===== config.mk =====
export PLATFORM = sky130hd
export DESIGN_NAME = irq_ctrl_status_reg
export DESIGN_NICKNAME = d
export VERILOG_FILES = /design/src/core/bus_event_timer.v /design/src/core/irq_ctrl_status_reg.v /design/src/core/irq_prio.v
export VERILOG_INCLUDE_DIRS = /design/src /design/src/core
export SDC_FILE = /design/constraint.sdc
export NUM_CORES = 1
export LEC_CHECK = 0
export BUFFER_PORTS_ARGS = -buffer_cell sky130_fd_sc_hd__buf_2
export CAP_MARGIN = 20
export CORE_MARGIN = 3
export CORE_UTILIZATION = 43
export CTS_BUF_LIST = sky130_fd_sc_hd__clkbuf_8
export CTS_CLUSTER_DIAMETER = 120
export CTS_CLUSTER_SIZE = 14
export DETAILED_ROUTE_END_ITERATION = 10
export PLACE_DENSITY = 0.66
export SLEW_MARGIN = 5
export SYNTH_ARGS = -nofsm -noshare
export SYNTH_HDL_FRONTEND = slang
export SYNTH_SLANG_ARGS = --single-unit

===== constraint.sdc =====
create_clock -name clock -period 10.3 [get_ports clock]
set_input_delay 2.06 -clock clock [delete_from_list [all_inputs] [get_ports clock]]
set_output_delay 2.06 -clock clock [all_outputs]
set_load 0.01 [all_outputs]

===== src/core/irq_ctrl_regs.vh =====
// constants for the interrupt controller and core status/control register
`ifndef IRQ_CTRL_REGS_VH
`define IRQ_CTRL_REGS_VH
`define STATUS_ADDR      8'hff
`define GIE_ADDR         8'h20
`define EPIE_ADDR        8'h21
`define STATUS_RESET     8'h11
`define STATUS_DOG_RESET 8'h41
`define BIT_PEND         7
`define BIT_DOG          6
`define BIT_BUS          5
`define BIT_SUPPLY       4
`define BIT_SUSP         3
`define BIT_SENSE        2
`define BIT_RUN          0
`define VEC_BASE         16'h0002
`define VEC_RESET        16'h0000
`define CALL_CYCLES      10
`define JUMP_CYCLES      5
`define BUS_TICK_NS      128000
`define CLK_NS           100
`define BUS_TICK_CYC     (`BUS_TICK_NS / `CLK_NS)
`define NUM_SRC          11
`endif


===== src/core/bus_event_timer.v =====
// bus-event condition qualifier, 128 us ticks
`timescale 1ns/1ps
`default_nettype none
`include "irq_ctrl_regs.vh"
module bus_event_timer #(
	parameter TICK_CYC = `BUS_TICK_CYC
) (
	input  wire clock,
	input  wire rst_n,
	input  wire cond,
	output reg  event_pulse
);
	reg [15:0] tick_cnt_reg;
	reg        tick_reg;
	reg [1:0]  seen_reg;
	// free-running tick: condition must span two ticks, i.e. 128 to 256 us
	always @(posedge clock or negedge rst_n) begin
		if (!rst_n) begin
			tick_cnt_reg <= 16'h0000;
			tick_reg     <= 1'b0;
			seen_reg     <= 2'h0;
			event_pulse  <= 1'b0;
		end else begin
			tick_reg    <= (tick_cnt_reg == TICK_CYC - 1);
			event_pulse <= 1'b0;
			if (tick_cnt_reg == TICK_CYC - 1)
				tick_cnt_reg <= 16'h0000;
			else
				tick_cnt_reg <= tick_cnt_reg + 16'h0001;
			if (!cond)
				seen_reg <= 2'h0;
			else if (tick_reg) begin
				if (seen_reg == 2'h1)
					event_pulse <= 1'b1;
				if (seen_reg != 2'h2)
					seen_reg <= seen_reg + 2'h1;
			end
		end
	end
endmodule
`default_nettype wire


===== src/core/irq_ctrl_status_reg.v =====
// interrupt controller and core status/control register
`timescale 1ns/1ps
`default_nettype none
`include "irq_ctrl_regs.vh"
module irq_ctrl_status_reg #(
	parameter TICK_CYC = `BUS_TICK_CYC
) (
	input  wire        clock,
	input  wire        rstn,
	input  wire        low_supply_reset,
	input  wire        supply_dip_reset,
	input  wire        dog_timeout_reset,
	input  wire [7:0]  io_addr,
	input  wire [7:0]  io_wdata,
	input  wire        port_write_op,
	input  wire        io_rd,
	output reg  [7:0]  io_rdata,
	input  wire        instr_end,
	input  wire        mask_all_instr,
	input  wire        unmask_all_instr,
	input  wire        return_from_handler_op,
	input  wire        stop_core_op,
	input  wire [15:0] pc_in,
	input  wire        carry_flag,
	input  wire        zero_flag,
	input  wire        usb_ps2_mode,
	input  wire        usb_se0,
	input  wire        ps2_data_low,
	input  wire        bus_activity,
	input  wire [10:0] src_event,
	output reg         ack_start,
	output reg         call_push,
	output reg  [17:0] push_word,
	output reg         vec_valid,
	output reg  [15:0] vec_addr,
	output reg         core_halt,
	output reg         suspended,
	output reg         restore_en
);
	localparam ST_IDLE = 4'b0001;
	localparam ST_CALL = 4'b0010;
	localparam ST_JUMP = 4'b0100;
	localparam ST_HOLD = 4'b1000;
	localparam [10:0] LIVE = 11'b110_0001_1111;
	reg        r1_reg;
	reg        rst_n;
	reg [2:0]  rs_a_reg;
	reg [2:0]  rs_b_reg;
	reg [10:0] bus_a_reg;
	reg [10:0] bus_b_reg;
	reg        se0_a_reg;
	reg        se0_b_reg;
	reg        ps2_a_reg;
	reg        ps2_b_reg;
	reg        act_a_reg;
	reg        act_b_reg;
	reg [10:0] pend_reg;
	reg [7:0]  gie_reg;
	reg [2:0]  epie_reg;
	reg        genable_reg;
	reg        dog_reg;
	reg        bus_reg;
	reg        supply_reg;
	reg        susp_reg;
	reg        run_reg;
	reg [3:0]  state_reg;
	reg [3:0]  cnt_reg;
	reg [3:0]  vnum_reg;
	wire       bus_ev;
	wire       any_req;
	wire [3:0] win_num;
	wire [10:0] enables;
	wire [10:0] req;
	wire       bus_cond;
	wire       any_rst;
	wire [7:0] status_view;
	wire       st_wr;
	function [15:0] vector_of;
		input [3:0] n;
		begin
			vector_of = `VEC_BASE + {11'h000, n - 4'h1, 1'b0};
		end
	endfunction
	always @(posedge clock or negedge rstn) begin
		if (!rstn) begin
			r1_reg <= 1'b0;
			rst_n  <= 1'b0;
		end else begin
			r1_reg <= 1'b1;
			rst_n  <= r1_reg;
		end
	end
	// pins and reset causes pass through two-flop synchronizers before use
	always @(posedge clock or negedge rst_n) begin
		if (!rst_n) begin
			rs_a_reg  <= 3'h0;
			rs_b_reg  <= 3'h0;
			se0_a_reg <= 1'b0;
			se0_b_reg <= 1'b0;
			ps2_a_reg <= 1'b0;
			ps2_b_reg <= 1'b0;
			act_a_reg <= 1'b0;
			act_b_reg <= 1'b0;
			bus_a_reg <= 11'h000;
			bus_b_reg <= 11'h000;
		end else begin
			rs_a_reg  <= {dog_timeout_reset, supply_dip_reset, low_supply_reset};
			rs_b_reg  <= rs_a_reg;
			se0_a_reg <= usb_se0;
			se0_b_reg <= se0_a_reg;
			ps2_a_reg <= ps2_data_low;
			ps2_b_reg <= ps2_a_reg;
			act_a_reg <= bus_activity;
			act_b_reg <= act_a_reg;
			bus_a_reg <= src_event;
			bus_b_reg <= bus_a_reg;
		end
	end
	assign bus_cond = usb_ps2_mode ? ps2_b_reg : se0_b_reg;
	bus_event_timer #(.TICK_CYC(TICK_CYC)) u_bus_timer (
		.clock       (clock),
		.rst_n       (rst_n),
		.cond        (bus_cond),
		.event_pulse (bus_ev)
	);
	assign enables = {gie_reg[7], gie_reg[6], 4'h0, epie_reg[2] | epie_reg[1], epie_reg[0],
		gie_reg[2], gie_reg[1], gie_reg[0]};
	assign req = pend_reg & enables & LIVE & {11{genable_reg}};
	irq_prio u_prio (
		.req (req),
		.any (any_req),
		.num (win_num)
	);
	assign any_rst = rs_b_reg[0] | rs_b_reg[1] | rs_b_reg[2];
	assign st_wr = port_write_op && io_addr == `STATUS_ADDR;
	// bit 1 reads zero; firmware keeps it zero on write
	assign status_view = {~genable_reg & (|(pend_reg & LIVE)), dog_reg, bus_reg, supply_reg,
		susp_reg, genable_reg, 1'b0, run_reg};
	// pending flops: set wins over acknowledge clear
	always @(posedge clock or negedge rst_n) begin
		if (!rst_n) begin
			pend_reg <= 11'h000;
		end else if (any_rst) begin
			pend_reg <= 11'h000;
		end else begin
			// only the second sync flop is read; a one-cycle event still lands
			pend_reg <= (pend_reg & ~(((instr_end && any_req && state_reg == ST_IDLE
				&& !susp_reg && run_reg) ? 11'h001 : 11'h000) << (win_num - 4'h1)))
				| ({bus_b_reg[10:1], bus_ev} & LIVE);
		end
	end
	// enable registers and global enable
	always @(posedge clock or negedge rst_n) begin
		if (!rst_n) begin
			gie_reg     <= 8'h00;
			epie_reg    <= 3'h0;
			genable_reg <= 1'b0;
		end else if (any_rst) begin
			gie_reg     <= 8'h00;
			epie_reg    <= 3'h0;
			genable_reg <= 1'b0;
		end else begin
			if (port_write_op && io_addr == `GIE_ADDR)
				gie_reg <= io_wdata & 8'hc7;
			if (port_write_op && io_addr == `EPIE_ADDR)
				epie_reg <= io_wdata[2:0];
			if (state_reg == ST_IDLE && instr_end && any_req && !susp_reg && run_reg)
				genable_reg <= 1'b0;
			else if (mask_all_instr)
				genable_reg <= 1'b0;
			else if (unmask_all_instr || return_from_handler_op)
				genable_reg <= 1'b1;
		end
	end
	// status bits and reset causes
	always @(posedge clock or negedge rst_n) begin
		if (!rst_n) begin
			dog_reg    <= 1'b0;
			bus_reg    <= 1'b0;
			supply_reg <= 1'b1;
			susp_reg   <= 1'b0;
			run_reg    <= 1'b1;
		end else if (rs_b_reg[0] || rs_b_reg[1]) begin
			dog_reg    <= 1'b0;
			bus_reg    <= 1'b0;
			supply_reg <= 1'b1;
			susp_reg   <= 1'b0;
			run_reg    <= 1'b1;
		end else if (rs_b_reg[2]) begin
			dog_reg  <= 1'b1;
			susp_reg <= 1'b0;
			run_reg  <= 1'b1;
			bus_reg  <= bus_reg | bus_ev;
		end else begin
			if (st_wr) begin
				bus_reg    <= io_wdata[`BIT_BUS] | bus_ev;
				dog_reg    <= io_wdata[`BIT_DOG];
				supply_reg <= io_wdata[`BIT_SUPPLY];
				run_reg    <= io_wdata[`BIT_RUN] & ~stop_core_op;
			end else begin
				bus_reg <= bus_reg | bus_ev;
				if (stop_core_op)
					run_reg <= 1'b0;
			end
			// suspend entered for at least one cycle even with resume present
			if (st_wr && io_wdata[`BIT_SUSP])
				susp_reg <= 1'b1;
			else if (susp_reg && (act_b_reg || (|(pend_reg & enables & LIVE))))
				susp_reg <= 1'b0;
		end
	end
	// acknowledge sequence: call then jump slot
	always @(posedge clock or negedge rst_n) begin
		if (!rst_n) begin
			state_reg  <= ST_IDLE;
			cnt_reg    <= 4'h0;
			vnum_reg   <= 4'h0;
			ack_start  <= 1'b0;
			call_push  <= 1'b0;
			push_word  <= 18'h00000;
			vec_valid  <= 1'b0;
			vec_addr   <= `VEC_RESET;
			io_rdata   <= 8'h00;
			core_halt  <= 1'b0;
			suspended  <= 1'b0;
			restore_en <= 1'b0;
		end else begin
			ack_start  <= 1'b0;
			call_push  <= 1'b0;
			vec_valid  <= 1'b0;
			restore_en <= return_from_handler_op;
			core_halt  <= ~run_reg | susp_reg | (state_reg != ST_IDLE);
			suspended  <= susp_reg;
			if (any_rst) begin
				state_reg <= ST_IDLE;
				vec_addr  <= `VEC_RESET;
			end else begin
				case (state_reg)
					ST_IDLE: begin
						if (instr_end && any_req && !susp_reg && run_reg) begin
							state_reg <= ST_CALL;
							vnum_reg  <= win_num;
							cnt_reg   <= 4'h0;
							ack_start <= 1'b1;
							call_push <= 1'b1;
							push_word <= {carry_flag, zero_flag, pc_in};
						end
					end
					ST_CALL: begin
						cnt_reg <= cnt_reg + 4'h1;
						if (cnt_reg == `CALL_CYCLES - 2) begin
							state_reg <= ST_JUMP;
							vec_valid <= 1'b1;
							vec_addr  <= vector_of(vnum_reg);
							cnt_reg   <= 4'h0;
						end
					end
					ST_JUMP: begin
						cnt_reg <= cnt_reg + 4'h1;
						if (cnt_reg == `JUMP_CYCLES - 1)
							state_reg <= ST_HOLD;
					end
					ST_HOLD: state_reg <= ST_IDLE;
					default: state_reg <= ST_IDLE;
				endcase
			end
			if (io_rd) begin
				case (io_addr)
					`STATUS_ADDR: io_rdata <= status_view;
					`GIE_ADDR:    io_rdata <= gie_reg;
					`EPIE_ADDR:   io_rdata <= {5'h00, epie_reg};
					default:      io_rdata <= 8'h00;
				endcase
			end
		end
	end
endmodule
`default_nettype wire


===== src/core/irq_prio.v =====
// fixed priority picker, lowest index wins
`timescale 1ns/1ps
`default_nettype none
`include "irq_ctrl_regs.vh"
module irq_prio (
	input  wire [10:0] req,
	output reg         any,
	output reg  [3:0]  num
);
	integer i;
	always @* begin
		any = 1'b0;
		num = 4'h0;
		for (i = `NUM_SRC - 1; i >= 0; i = i - 1) begin
			if (req[i]) begin
				any = 1'b1;
				num = i[3:0] + 4'h1;
			end
		end
	end
endmodule
`default_nettype wire


; Yosys cells after proc, flatten, opt, wreduce, memory -nomap -nowiden
; Cells that the tools add are included.
[classes]
add_sub_neg = 6
mux = 75
bitwise = 18
n_shift = 1
n_eq_ne = 19
n_reduce_logical = 37
[op_table]
columns = cell, n
row1 = $mux 4, 17
row2 = $mux 16, 4
row3 = $mux 1, 43
row4 = $and 11x11->11, 3
row5 = $pmux 4 s3, 2
row6 = $pmux 8 s3, 1
row7 = $add 16x1->16 const B, 1
row8 = $eq 16x11->1 const B, 1
row9 = $eq 8x6->1 const B, 2
row10 = $mux 8, 2
row11 = $logic_and 1x1->1, 15
row12 = $reduce_or 7->1, 2
row13 = $reduce_bool 4->1, 3
row14 = $mux 11, 1
row15 = $not 11->11, 1
row16 = $or 11x11->11, 1
row17 = $shl 1x4->11, 1
row18 = $reduce_bool 2->1, 5
row19 = $reduce_and 3->1, 3
row20 = $eq 4x3->1 const B, 2
row21 = $eq 8x8->1 const B, 1
row22 = $sub 4x1->4 const B, 2
row23 = $or 1x1->1, 7
row24 = $add 2x5->6 const A, 1
row25 = other kinds (19), 35
[totals]
ff_bits = 143
elab_cells = 192

; Longest topological paths before layout
[logic_depth]
word_depth = 24
depth_mapped = 8
depth_no_buf = 8

; Modules after synthesis
; Synthesis repeated with hierarchy kept, for this count alone.
[unflattened]
hier_cells = 441
hier_area_um2 = 5154.9
[modules_own_cells]
columns = module, seq_area_each_um2, area_each_um2, n_inst, cells_each
row1 = irq_ctrl_status_reg, 2381.0, 4115.2, 1, 339
row2 = bus_event_timer, 500.5, 922.1, 1, 80
row3 = irq_prio, 0.0, 117.6, 1, 22

; Worst setup path before layout
; Ideal clock, no wire load.
[synth_timing]
path_type = in2reg
start = in io_addr[4]
end = reg epie_reg[2]
n_path_buf = 1
required_ns = 10.164
setup_ns = 0.136
path_stages = 5
setup_slack_ns = 6.973
arrival_ns = 3.190
path_cell_list = or4b_4 or2_1 buf_6 o21ai_0 a21oi_1
[synth_via]
elab_chain_len = 3
[synth_lines]
columns = item, line
row1 = "start, declared", irq_ctrl_status_reg.v:13  ; input wire [7:0] io_addr,
row2 = $eq 8x6->1, --
row3 = $logic_and 1x1->1 (no source line), --
row4 = $reduce_bool 2->1 (no source line), --
row5 = "end signal, assigned", irq_ctrl_status_reg.v:166  ; epie_reg <= io_wdata[2:0];
row6 = "end, declared", irq_ctrl_status_reg.v:59  ; reg [2:0] epie_reg;
; Every way passes these cells.
; A chain may end at the register's enable or synchronous reset.

; Final worst setup path
[layout_timing]
start = in instr_end
end = reg cnt_reg[3]
[layout_via]
elab_chain_len = 5
[layout_lines]
columns = item, line
row1 = "start, declared", irq_ctrl_status_reg.v:18  ; input wire instr_end,
row2 = $logic_and 1x1->1 (3 in a row), irq_ctrl_status_reg.v:240  ; if (instr_end && any_req && !susp_reg && run_reg) begin
row3 = $ne 2x1->1 (no source line), --
row4 = $reduce_and 3->1 (no source line), --
row5 = "end signal, assigned", irq_ctrl_status_reg.v:250  ; cnt_reg <= cnt_reg + 4'h1;
row6 = "end signal, assigned", irq_ctrl_status_reg.v:259  ; cnt_reg <= cnt_reg + 4'h1;
row7 = "end, declared", irq_ctrl_status_reg.v:67  ; reg [3:0] cnt_reg;
; Every way passes these cells.

==> metrics.yaml <==
ir_drop_uv: 78.7
hpwl_mm: 7.39
rr_endpoint: "cnt_reg[3]"
area_delta_synth_final_pct: 19.5
die_w_um: 113
drive_above_1_share: 0.250
drtPass1Iterations: 5
crit_arrival_ps: 3730
final_net_count: 640
rsz0062_at_grt: "false"
diodes: 0
register_area_um2: 2890
grt_antenna_before_repair: 0
cap_violations: 0
post-cts-setup-buffers: 0
clock_skew_ps: 13.0
grt_pass1_vias: 3776
grt_pass1_wl_mm: 17.6
path_class: "in -> reg"
tritoncts: "built"
htree_levels: 4
slew_viol_final: 0
grt_usage: 0.173
cts.sinks: 115
end_kind: "flip-flop"
ys_seq_area_frac: 0.581
fill_cells: 1018
ant_nets: 0
slew_headroom: 0.296
num_rows: 38
avgSynthCellArea_um2: 10.5
met2_length_mm: 5.28
drtIter0Drc: 206
synth_flop_cell: "dfrtp_1"
dieArea_um2: 12900
io_pins: 109
hold_slack_ps: 285
start_util: 0.450
postCtsHoldBufs: 0
cts.path.max_buffers: 2
async_flop_share: 1.00
routed_wl_mm: 10.5
p_per_area_nw_per_um2: 161
die_h_um: 113
fmax_mhz: 292
r2r-start: "state_reg[0]"
mostFrequentLayoutCell: "dfrtp_1"
tightestPinTransition_ps: 1050
setup_ws_ps: 6880
clk-insertion-delay-late_ps: 430
largest_reg_flops: 18
grt_remaining_overflow: 0
wl_met3_um: 700
critPathRequiredTime_ps: 10600
worst_r2r_path_depth: 5
hold_viol: 0
setup_viol: 0
synth_edf_count: 0
vias: 3724
min_path_type: "reg -> async"
grt_max_degree: 77
synth-warning-count: 0
final_cell_mix: "dfrtp_1 (111), nand2_1 (92), buf_2 (92)"
p_leak_nw: 2.90
multi_input_area_um2: 1890
synth_seq_cells: 115
cts-resized-gates: 0
fin_crit_ps: 3420
drt-met1-wl_mm: 4.31
routabilityCongestion: 0.898
cts.clk_slew.worst_paths_ps: 60
numPortBuffers: 92
synth_cell_types: 57
critPathLaunchType: "input pin"
viasPerCell: 5.14
synth_area_um2: 4960
post-place-ws_ps: 6410
topRoutingLayerUsed: "met4"
drc: 0
setup_tns_ps: 0
rrSetupSlack_ps: 7730
period_share: 0.332
critical_path.max_fanout: 29
cts_buffers: 17
cts-root-buf: "clkbuf_8"
core_um2: 11000
synth_cells: 474
status: "complete, no violations"
routedWlPerCell_um: 14.5
==> cells by family (layout without fill, tap and decap cells) <==
logic type,Yosys count,in the layout,synth area share
XOR/XNOR,20,20,0.0353
AND/OR/NAND/NOR,197,197,0.200
flip-flops,115,115,0.581
adder cells (fa/ha/maj),8,8,0.0202
AO/OA/AOI/OAI,79,79,0.0943
buffers and inverters,42,142,0.0452
other,2,12,0.00151
multiplexers,11,11,0.0230
==> metrics by stage <==
stage / total power [mW] / instances / util / instance area [um2]
floorplan: 0.491 / 484 / - / 5000
global placement: 0.505 / 692 / 0.498 / 5490
detailed placement: 0.507 / 692 / 0.498 / 5490
CTS: 0.967 / 724 / 0.537 / 5920
global route: 0.996 / 724 / 0.537 / 5920
finish: 0.956 / 724 / 0.537 / 5920
==> final cells by class <==
| class | count | area share |
|---|---|---|
| flip-flops and latches | 115 | 0.487 |
| multi-input cells | 327 | 0.319 |
| repair buffers | 94 | 0.0803 |
| clock buffers | 20 | 0.0465 |
| well taps | 140 | 0.0296 |
| clock inverters | 12 | 0.0272 |
| inverters | 16 | 0.0101 |
==> critical path, cell delays in order <==
cell	delay, ps
buf_2	90
and4_1	250
nand3_1	750
a22oi_1	440
o22ai_1	120
==> routing by layer <==
metal	up-vias	global-route usage
met5	-	0
met4	0	0.0865
met3	22	0.0504
met2	124	0.278
met1	1789	0.215
li1	1789	-
==> power breakdown <==
part / total (mW) / internal (mW) / switching [mW]
registers: 0.466 / 0.459 / 0.00667
clock network: 0.458 / 0.279 / 0.179
logic: 0.0313 / 0.0121 / 0.0192
==> synthesized netlist by cell type (5+ instances only) <==
| cell | n | area (um2) |
|---|---|---|
| dfrtp_1 | 112 | 2800 |
| nand2_1 | 92 | 345 |
| nor2_1 | 30 | 113 |
| o21ai_0 | 26 | 130 |
| a21oi_1 | 24 | 120 |
| nand3_1 | 22 | 110 |
| inv_1 | 16 | 60.1 |
| xnor2_1 | 13 | 114 |
| buf_4 | 12 | 90.1 |
| ha_1 | 8 | 100 |
| mux2i_1 | 8 | 80.1 |
| a22oi_1 | 7 | 52.6 |
| nand4_1 | 7 | 43.8 |
| xor2_1 | 7 | 61.3 |
| a31oi_1 | 6 | 37.5 |
| clkbuf_1 | 6 | 22.5 |
| and3_1 | 5 | 31.3 |
| nand2b_1 | 5 | 31.3 |
==> worst max path at each step <==
stage	end	slack, ps	cells past startpoint	from
2_1_floorplan	act_a_reg	6860	0	rst_n
3_3_place_gp	vnum_reg[2]	6420	4	instr_end
3_5_place_dp	vnum_reg[2]	6410	4	instr_end
4_1_cts	vnum_reg[2]	6850	4	instr_end
5_1_grt	cnt_reg[3]	6710	5	instr_end
6_report	cnt_reg[3]	6880	5	instr_end
Power figures use the tool's default switching activity.
